--- src/sio_pkg.sv ---
// Shared constants and types for the stream function units.
// Assumes one system clock shared by both ends of each stream link.
package sio_pkg;
  localparam int unsigned DATA_W      = 8;
  localparam int unsigned OP_LATENCY  = 3;
  localparam int unsigned STAT_LAT    = 1;
  localparam int unsigned WORD_W      = 32;
  localparam logic [1:0]  CNT_RESET   = 2'h0;
  localparam logic [7:0]  DATA_RESET  = 8'h00;

  typedef enum logic [1:0] {
    SIO_OP_NONE,
    SIO_OP_XFER,
    SIO_OP_STATUS
  } sio_op_t;

  typedef enum {
    SIO_IDLE,
    SIO_WAIT,
    SIO_BUSY
  } sio_state_t;
endpackage : sio_pkg

--- src/sio_link_if.sv ---
// Stream link between a function unit and an external source or sink.
// Assumes both parties run on the same clock; no tristate wires.
`timescale 1ns/1ps
interface sio_link_if;
  import sio_pkg::*;
  logic [DATA_W-1:0] data;
  logic              strobe;
  logic              status;
  modport unit (input data, input status, output strobe);
  modport out_unit (output data, output strobe, input status);
  modport far (output data, output status, input strobe);
  modport far_sink (input data, input strobe, output status);
endinterface : sio_link_if

--- src/sio_out_unit.sv ---
// Stream output function unit: writes a byte to an external sink.
// Assumes op_start is a one-cycle pulse and op_data stable with it.
`timescale 1ns/1ps
module sio_out_unit #(
  parameter int unsigned LATENCY = sio_pkg::OP_LATENCY
) (
  input  wire logic                        clk_sys,
  input  wire logic                        rst,
  input  wire sio_pkg::sio_op_t            op_start,
  input  wire logic [sio_pkg::DATA_W-1:0]  op_data,
  output logic                             op_done,
  output logic [sio_pkg::WORD_W-1:0]       op_result,
  output logic                             stall,
  sio_link_if.out_unit                     link
);
  import sio_pkg::*;

  logic                status_meta;
  logic                status_sync;
  sio_state_t          state;
  logic [1:0]          cnt;
  logic [DATA_W-1:0]   held;
  logic                fire;

  always_ff @(posedge clk_sys) begin
    if (rst) begin
      status_meta <= 1'b0;
      status_sync <= 1'b0;
    end else begin
      status_meta <= link.status;
      status_sync <= status_meta;
    end
  end

  always_ff @(posedge clk_sys) begin
    if (rst) begin
      state     <= SIO_IDLE;
      cnt       <= CNT_RESET;
      op_done   <= 1'b0;
      op_result <= '0;
      stall     <= 1'b0;
      held      <= DATA_RESET;
      fire      <= 1'b0;
    end else begin
      op_done <= 1'b0;
      fire    <= 1'b0;
      unique case (state)
        SIO_IDLE: begin
          if (op_start == SIO_OP_STATUS) begin
            op_done   <= 1'b1; // [RL2]
            op_result <= {{(WORD_W-1){1'b0}}, status_sync}; // [RL11]
          end else if (op_start == SIO_OP_XFER) begin
            held <= op_data;
            if (status_sync) begin
              state <= SIO_BUSY;
              cnt   <= 2'(LATENCY - 1);
              fire  <= 1'b1; // [RL9]
            end else begin
              state <= SIO_WAIT;
              stall <= 1'b1; // [RL13]
            end
          end
        end
        SIO_WAIT: begin
          if (status_sync) begin
            stall <= 1'b0;
            state <= SIO_BUSY;
            cnt   <= 2'(LATENCY - 1);
            fire  <= 1'b1;
          end
        end
        SIO_BUSY: begin
          if (cnt == 2'h1) begin
            state   <= SIO_IDLE;
            op_done <= 1'b1; // [RL1]
          end else begin
            cnt <= cnt - 2'h1;
          end
        end
      endcase
    end
  end

  // Data and valid leave together from flops; sink samples on valid  [RL10]
  always_ff @(posedge clk_sys) begin
    if (rst) begin
      link.strobe <= 1'b0;
      link.data   <= DATA_RESET;
    end else begin
      link.strobe <= fire; // [RL15]
      if (fire) begin
        link.data <= held; // [RL8]
      end
    end
  end
endmodule : sio_out_unit

--- src/flat_wrapper.sv ---
// flat-port wrapper written by rule: the top's interface ports become plain ports
module sio_out_unit_flat import sio_pkg::*;
#(
  parameter int unsigned LATENCY = sio_pkg::OP_LATENCY
)
  (clk_sys, rst, op_start, op_data, op_done, op_result, stall, link_data, link_strobe, link_status);
  sio_link_if link_i ();
  input  wire logic clk_sys;
  input  wire logic rst;
  input  wire sio_pkg::sio_op_t op_start;
  input  wire logic [sio_pkg::DATA_W-1:0] op_data;
  output logic op_done;
  output logic [sio_pkg::WORD_W-1:0] op_result;
  output logic stall;
  output wire logic [$bits(link_i.data)-1:0] link_data;
  output wire logic [$bits(link_i.strobe)-1:0] link_strobe;
  input wire logic [$bits(link_i.status)-1:0] link_status;
  assign link_data = link_i.data;
  assign link_strobe = link_i.strobe;
  assign link_i.status = link_status;
  sio_out_unit #(.LATENCY(LATENCY)) u_core (.clk_sys(clk_sys), .rst(rst), .op_start(op_start), .op_data(op_data), .op_done(op_done), .op_result(op_result), .stall(stall), .link(link_i));
endmodule
--- config.mk ---
export PLATFORM = sky130hd
export DESIGN_NAME = sio_out_unit_flat
export DESIGN_NICKNAME = d
export VERILOG_FILES = /design/src/sio_pkg.sv /design/src/sio_link_if.sv /design/src/sio_out_unit.sv /design/src/flat_wrapper.sv
export SDC_FILE = /design/constraint.sdc
export NUM_CORES = 1
export LEC_CHECK = 0
export ABC_CLOCK_PERIOD_IN_PS = 2350
export BUFFER_PORTS_ARGS = -buffer_cell sky130_fd_sc_hd__buf_2
export CORE_AREA = 2 2 78 43
export CTS_CLUSTER_SIZE = 14
export DETAILED_ROUTE_END_ITERATION = 8
export DIE_AREA = 0 0 80 45
export GPL_TIMING_DRIVEN = 0
export PLACE_DENSITY = 0.76
export SETUP_SLACK_MARGIN = 0.2
export SLEW_MARGIN = 20
export SYNTH_ARGS = -nofsm -noshare
export SYNTH_HDL_FRONTEND = slang
export SYNTH_SLANG_ARGS = --single-unit
--- constraint.sdc ---
create_clock -name clk_sys -period 2.35 [get_ports clk_sys]
set_input_delay 0.235 -clock clk_sys [delete_from_list [all_inputs] [get_ports clk_sys]]
set_output_delay 0.235 -clock clk_sys [all_outputs]
set_load 0.02 [all_outputs]
==> flow_metrics.tcl, run 1 <==
set metrics [dict create \
    rsz0062_at_grt "no" \
    worstHoldPathType "input pin to register" \
    ir_drop_v 0.000339 \
    dp_cells 231 \
    seq_area_frac_synth_pct 40.6 \
    path_delay_family "flip-flops" \
    syn_area_per_cell_um2 9.64 \
    cts_sinks 27 \
    layout_min_cycle_time_ns 1.53 \
    io_buffers 23 \
    cts_tree "done" \
    hpwl_um 1850 \
    diodes 0 \
    status "finished, final reports clean" \
    finalHoldWorstSlack_ns 0.169 \
    synth_area_um2 1330 \
    die_h_um 45 \
    grt_pass1_vias 787 \
    drc 0 \
    synthDistinctLibCells 25 \
    reg2reg_to "u_core.held[6]" \
    grt_pass1_wl_um 3460 \
    worst-path-buf-inv 2 \
    fin_skew_ns 0.00817 \
    tns_ns 0 \
    ys.flop_type "dfxtp_1" \
    reg2reg_from "u_core.state[0]" \
    dp_worst_setup_slack_ns 0.846 \
    critical_path.startpoint_type "register" \
    antenna_found_initial 0 \
    postSynth.asyncResetShare_pct 0 \
    slowest_delay_ns 0.36 \
    min_period_over_period_pct 65.0 \
    die_area_um2 3600 \
    clockBufferDepth 2 \
    htreeDepth 1 \
    finalMaxSlewViolations 0 \
    yosysWarnings 0 \
    hold_buffers 0 \
    clock-root-buffer "clkbuf_8" \
    setup_violations 0 \
    ioPinCount 56 \
    grt_overflow 0 \
    start_util_pct 46.3 \
    synthCells 138 \
    vias 939 \
    coreArea_um2 2870 \
    leakagePower_nw 0.888 \
    syn2layout_area_growth_pct 24.3 \
    clock_latency_ns 0.27 \
    wire_per_inst_um 9.59 \
    gp_congestion 0.768 \
    layout-drive-gt1-share_pct 33.3 \
    hold_violations 0 \
    rrSetupSlack_ns 0.82 \
    clock.fmax_mhz 654 \
    dr.first_iter.drc_count 40 \
    grt_max_degree 15 \
    viasPerCell 4.00 \
    rows 14 \
    reg2reg_depth 6 \
    die_w_um 80 \
    startpoint "u_core.state[0]" \
    cts_buffers 3 \
    crit_end "u_core.held[6]" \
    critical_path_arrival_ns 1.67 \
    finalNonFillerCells 235 \
    setup_slack_ns 0.822 \
    required_ns 2.49 \
    path_cells "inv_1 -> ha_1 -> nand3b_1 -> buf_2 -> mux2i_1 -> nor2_1" \
    dr.pass1.iters 5 \
    ant_nets 0 \
    clk_pin_slew_ns 0.09 \
    power_density_nw_per_um2 632 \
    finalPower_mw 1.04 \
    end_kind "register" \
    cp_slowest_cell "dfxtp_1" \
    drt_wl_total_um 2250 \
    ys_ff_latch 27 \
    cp_max_fo 9 \
    worst-setup-path-type "register to register" \
    gr-usage-all-layers_pct 12.7 \
    cts_resized 0 \
    cp_num_cells 6 \
    final_nets 213 \
    synth_edf_count 0 \
    drv_cap 0 \
    cts_setup_buffers 0 \
]
state kept, by name, summed over array words and instances (netlist names):
| name | flops |
|---|---|
| u_core.status_meta | 1 |
| u_core.held | 8 |
| u_core.state | 2 |
| u_core.op_done | 1 |
| u_core.op_result | 1 |
| u_core.fire | 1 |
| u_core.link.strobe | 1 |
| u_core.status_sync | 1 |
| u_core.link.data | 8 |
| u_core.cnt | 2 |
| u_core.stall | 1 |
worst reg2reg max path, stage by stage, from the launching register on:
cell	delay [ns]
dfxtp_1	0.36
inv_1	0.07
ha_1	0.29
nand3b_1	0.11
buf_2	0.27
mux2i_1	0.22
nor2_1	0.06
stage by stage:
step / cell area (µm²) / utilization, %
after detailed placement: 1610 / 56.0
final: 1650 / 57.5
after CTS: 1650 / 57.5
after global routing: 1650 / 57.5
after floorplan: 1440 / -
after global placement: 1610 / 56.0
cells in the mapped netlist (2+ instances only):
master,count,area [µm²]
nor2_1,18,67.6
nand2_1,2,7.51
mux2i_1,19,190
buf_2,3,15.0
dfxtp_1,27,541
inv_2,2,7.51
nor2b_1,4,25.0
buf_4,31,233
ha_1,4,50.1
a211oi_1,3,22.5
a21oi_1,2,10.0
inv_1,6,22.5
clkbuf_1,2,7.51
nand3b_1,3,22.5
a221o_1,2,20.0
worst min path at each step:
stage          depth (start not counted)          startpoint            endpoint  slack [ns]
3_3_place_gp                           1  u_core.status_meta  u_core.status_sync        0.42
2_1_floorplan                          1         link_status  u_core.status_meta        0.36
6_report                               2         link_status  u_core.status_meta        0.17
4_1_cts                                2         link_status  u_core.status_meta        0.17
5_1_grt                                3          op_data[5]      u_core.held[5]        0.19
3_5_place_dp                           1  u_core.status_meta  u_core.status_sync        0.44
where the power goes:
| group | switching [mW] | internal [mW] |
|---|---|---|
| sequential | 0.0167 | 0.487 |
| combinational | 0.159 | 0.123 |
| clock | 0.137 | 0.121 |
| total | 0.313 | 0.731 |
cell usage in the layout, fill, tap and decap left out, types with 4 or more instances in the layout:
master   Yosys  routed
buf_4       31      31
ha_1         4       4
dfxtp_1     27      27
nor2b_1      4       4
inv_1        6       6
buf_2        3      26
nor2_1      18      18
conb_1       1      31
mux2i_1     19      19
cell families (layout without fill, tap and decap cells):
| kind of cell | after synthesis | after routing | share of synthesized area, % |
|---|---|---|---|
| simple gates | 31 | 31 | 11.1 |
| other cells | 1 | 31 | 0.282 |
| buf+inv | 44 | 71 | 21.4 |
| compound gates | 11 | 11 | 7.34 |
| fa+ha+maj | 4 | 4 | 3.76 |
| mux | 20 | 20 | 15.4 |
| flops | 27 | 27 | 40.6 |
layout make-up:
class | instances | area [µm²]
tap | 40 | 50.0
fill | 255 | 1220
multi-input combinational | 97 | 617
clock buffer | 4 | 45.0
sequential | 27 | 541
buffer | 36 | 255
timing repair buffer | 23 | 115
inverter | 8 | 30.0
layer usage:
layer	GRT usage [%]	up-vias	part of all wire, %
met2	19.3	41	40
met3	4.60	0	8.8
met4	2.03	0	0
met1	17.7	395	51
li1	-	503	-
met5	0	-	0
(Power assumes the default switching activity.)
==> run 2: changes to the inputs <==
- ABC_AREA: unset -> 1
- ABC_CLOCK_PERIOD_IN_PS: 2350 -> 1400
- CORE_AREA: 2 2 78 43 -> 2 2 82 45
- DIE_AREA: 0 0 80 45 -> 0 0 84 47
- PLACE_DENSITY: 0.76 -> 0.72
- clock period: 2.35 -> 1.4 ns (I/O delays scaled with it)
==> flow_metrics.tcl, run 2 <==
set metrics [dict create \
    start_util_pct 40.1 \
    final_core_util_pct 54.1 \
    finalPower_mw 1.83 \
    rsz0062_at_grt "yes" \
    leakagePower_nw 0.870 \
    critical_path.startpoint_type "register" \
    synth_area_leaders "dfxtp_1 (42%), buf_4 (18%), a21oi_1 (8.8%), o21ai_0 (6.5%), inv_1 (5.8%)" \
    yosysMostFrequentCell "buf_4" \
    dr.pass1.iters 5 \
    postSynth.asyncResetShare_pct 0 \
    synthCells 163 \
    hold_buffers 0 \
    clock-root-buffer "clkbuf_8" \
    hpwl_um 1920 \
    clk_pin_slew_ns 0.09 \
    drt_wl_total_um 2830 \
    worst-path-buf-inv 2 \
    die_area_um2 3950 \
    synth_edf_count 0 \
    min_period_over_period_pct 85.0 \
    largest_registers "u_core.held (8), u_core.link.data (8)" \
    coreArea_um2 3250 \
    synth_top_area_cell "dfxtp_1" \
    worstHoldPathType "input pin to register" \
    grt_pass1_vias 883 \
    cts_tree "done" \
    cts_sinks 27 \
    vias 1108 \
    seq_area_frac_synth_pct 41.5 \
    path_cells "inv_4 -> ha_4 -> nand3_4 -> buf_6 -> o21ai_2 -> a21oi_1" \
    diodes 0 \
    power_density_nw_per_um2 1040 \
    worst-setup-path-type "register to register" \
    clock_latency_ns 0.28 \
    grt_pass1_wl_um 3970 \
    critical_path_arrival_ns 1.36 \
    dp_cells 258 \
    layout-drive-gt1-share_pct 39.3 \
    die_h_um 47 \
    clock.fmax_mhz 840 \
    io_buffers 23 \
    ant_nets 0 \
    path_delay_family "flip-flops" \
    syn_area_per_cell_um2 7.98 \
    grt_max_degree 15 \
    wire_per_inst_um 10.7 \
    layout_min_cycle_time_ns 1.19 \
    htreeDepth 1 \
    cp_slowest_cell "dfxtp_4" \
    grt_overflow 0 \
    final_cell_mix "buf_4 (31), conb_1 (31), buf_2 (27)" \
    syn2layout_area_growth_pct 35.1 \
    drc 0 \
    ys_top_cells_by_count "buf_4 (31), dfxtp_1 (27), a21oi_1 (23)" \
    tns_ns 0 \
    synth_area_um2 1300 \
    ys_ff_latch 27 \
    place_area_um2 1580 \
    finalMaxSlewViolations 0 \
    gr-usage-all-layers_pct 13.2 \
    ir_drop_v 0.000450 \
    hold_violations 0 \
    slowest_delay_ns 0.37 \
    setup_violations 0 \
    fin_skew_ns 0.00789 \
    ys.flop_type "dfxtp_1" \
    cts_buffers 3 \
    rows 15 \
    status "finished, final reports clean" \
    end_kind "register" \
    finalNonFillerCells 266 \
    yosysWarnings 0 \
    ioPinCount 56 \
    synth_top_area_share_pct 41.5 \
    dr.first_iter.drc_count 19 \
    antenna_found_initial 0 \
    required_ns 1.57 \
    rrSetupSlack_ns 0.21 \
    viasPerCell 4.17 \
    stdcell_area_um2 1760 \
    synthDistinctLibCells 18 \
    final_nets 242 \
    gp_congestion 0.753 \
    cp_max_fo 6 \
    drv_cap 0 \
    clockBufferDepth 2 \
    die_w_um 84 \
]
## run 2: changes by cell type after synthesis, sizes merged, moves of 3 or more
cell,change
o21ai,+19
inv,+12
nor2b,-4
nor2,-7
mux2i,-19
nand3b,-3
a21oi,+21
nand3,+6
nand2,+11
## run 2: logic make-up (layout without fill, tap and decap cells)
kind of cell	Yosys count	in the layout	share of synthesized area, %
buf+inv	56	86	26.1
compound gates	44	44	17.6
simple gates	31	32	10.7
flops	27	27	41.5
fa+ha+maj	4	4	3.85
other cells	1	31	0.288
## run 2: area by class of cell
cell class | instances | area [µm²]
Tap cell | 42 | 52.6
Fill cell | 299 | 1490
Sequential cell | 27 | 549
Multi-Input combinational cell | 111 | 624
Buffer | 36 | 264
Timing Repair Buffer | 26 | 143
Clock buffer | 4 | 45.0
Inverter | 20 | 80.1
## run 2: worst reg2reg max path: cells and delay by family (launching register included)
family	cells	cell delay, ns
fa+ha+maj	1	0.20
compound gates	2	0.15
simple gates	1	0.13
flops	1	0.37
buf+inv	2	0.25
## run 2: timing repair
item	in CTS	in global routing
cloned	1	1
setup buffers	1	1
resized for setup	12	24
pin swaps	3	5
endpoints found under the setup margin	13	10
## run 2: path summary, 6_finish.rpt
path | cells after the start | to | start
setup reg to reg | 6 | u_core.held[3] | u_core.state[0]
setup / recovery | 6 | u_core.held[3] | u_core.state[0]
hold / removal | 3 | u_core.status_meta | link_status
hold reg to reg | 2 | u_core.status_sync | u_core.status_meta
## run 2: where the power goes
group | internal, mW | switching (mW)
clock | 0.204 | 0.247
combinational | 0.209 | 0.314
sequential | 0.824 | 0.0308
## run 2: per-layer routing
metal | routed length (µm) | track usage (%) | vias up | part of all wire [%]
li1 | - | - | 584 | -
met1 | 1360 | 17.9 | 480 | 48
met2 | 1240 | 20.3 | 38 | 44
met3 | 213 | 5.10 | 6 | 7.5
met4 | 21 | 2.90 | 0 | 0.74
met5 | 0 | 0 | - | 0
## run 2: through the flow
| step | hold slack [ns] | setup WS, ns |
|---|---|---|
| finish | 0.0600 | 0.210 |
| CTS | 0.0571 | 0.207 |
| global placement | 0.338 | 0.0751 |
| floorplan | 0.247 | 0.210 |
| detailed placement | 0.347 | 0.0630 |
| global route | 0.0765 | 0.159 |
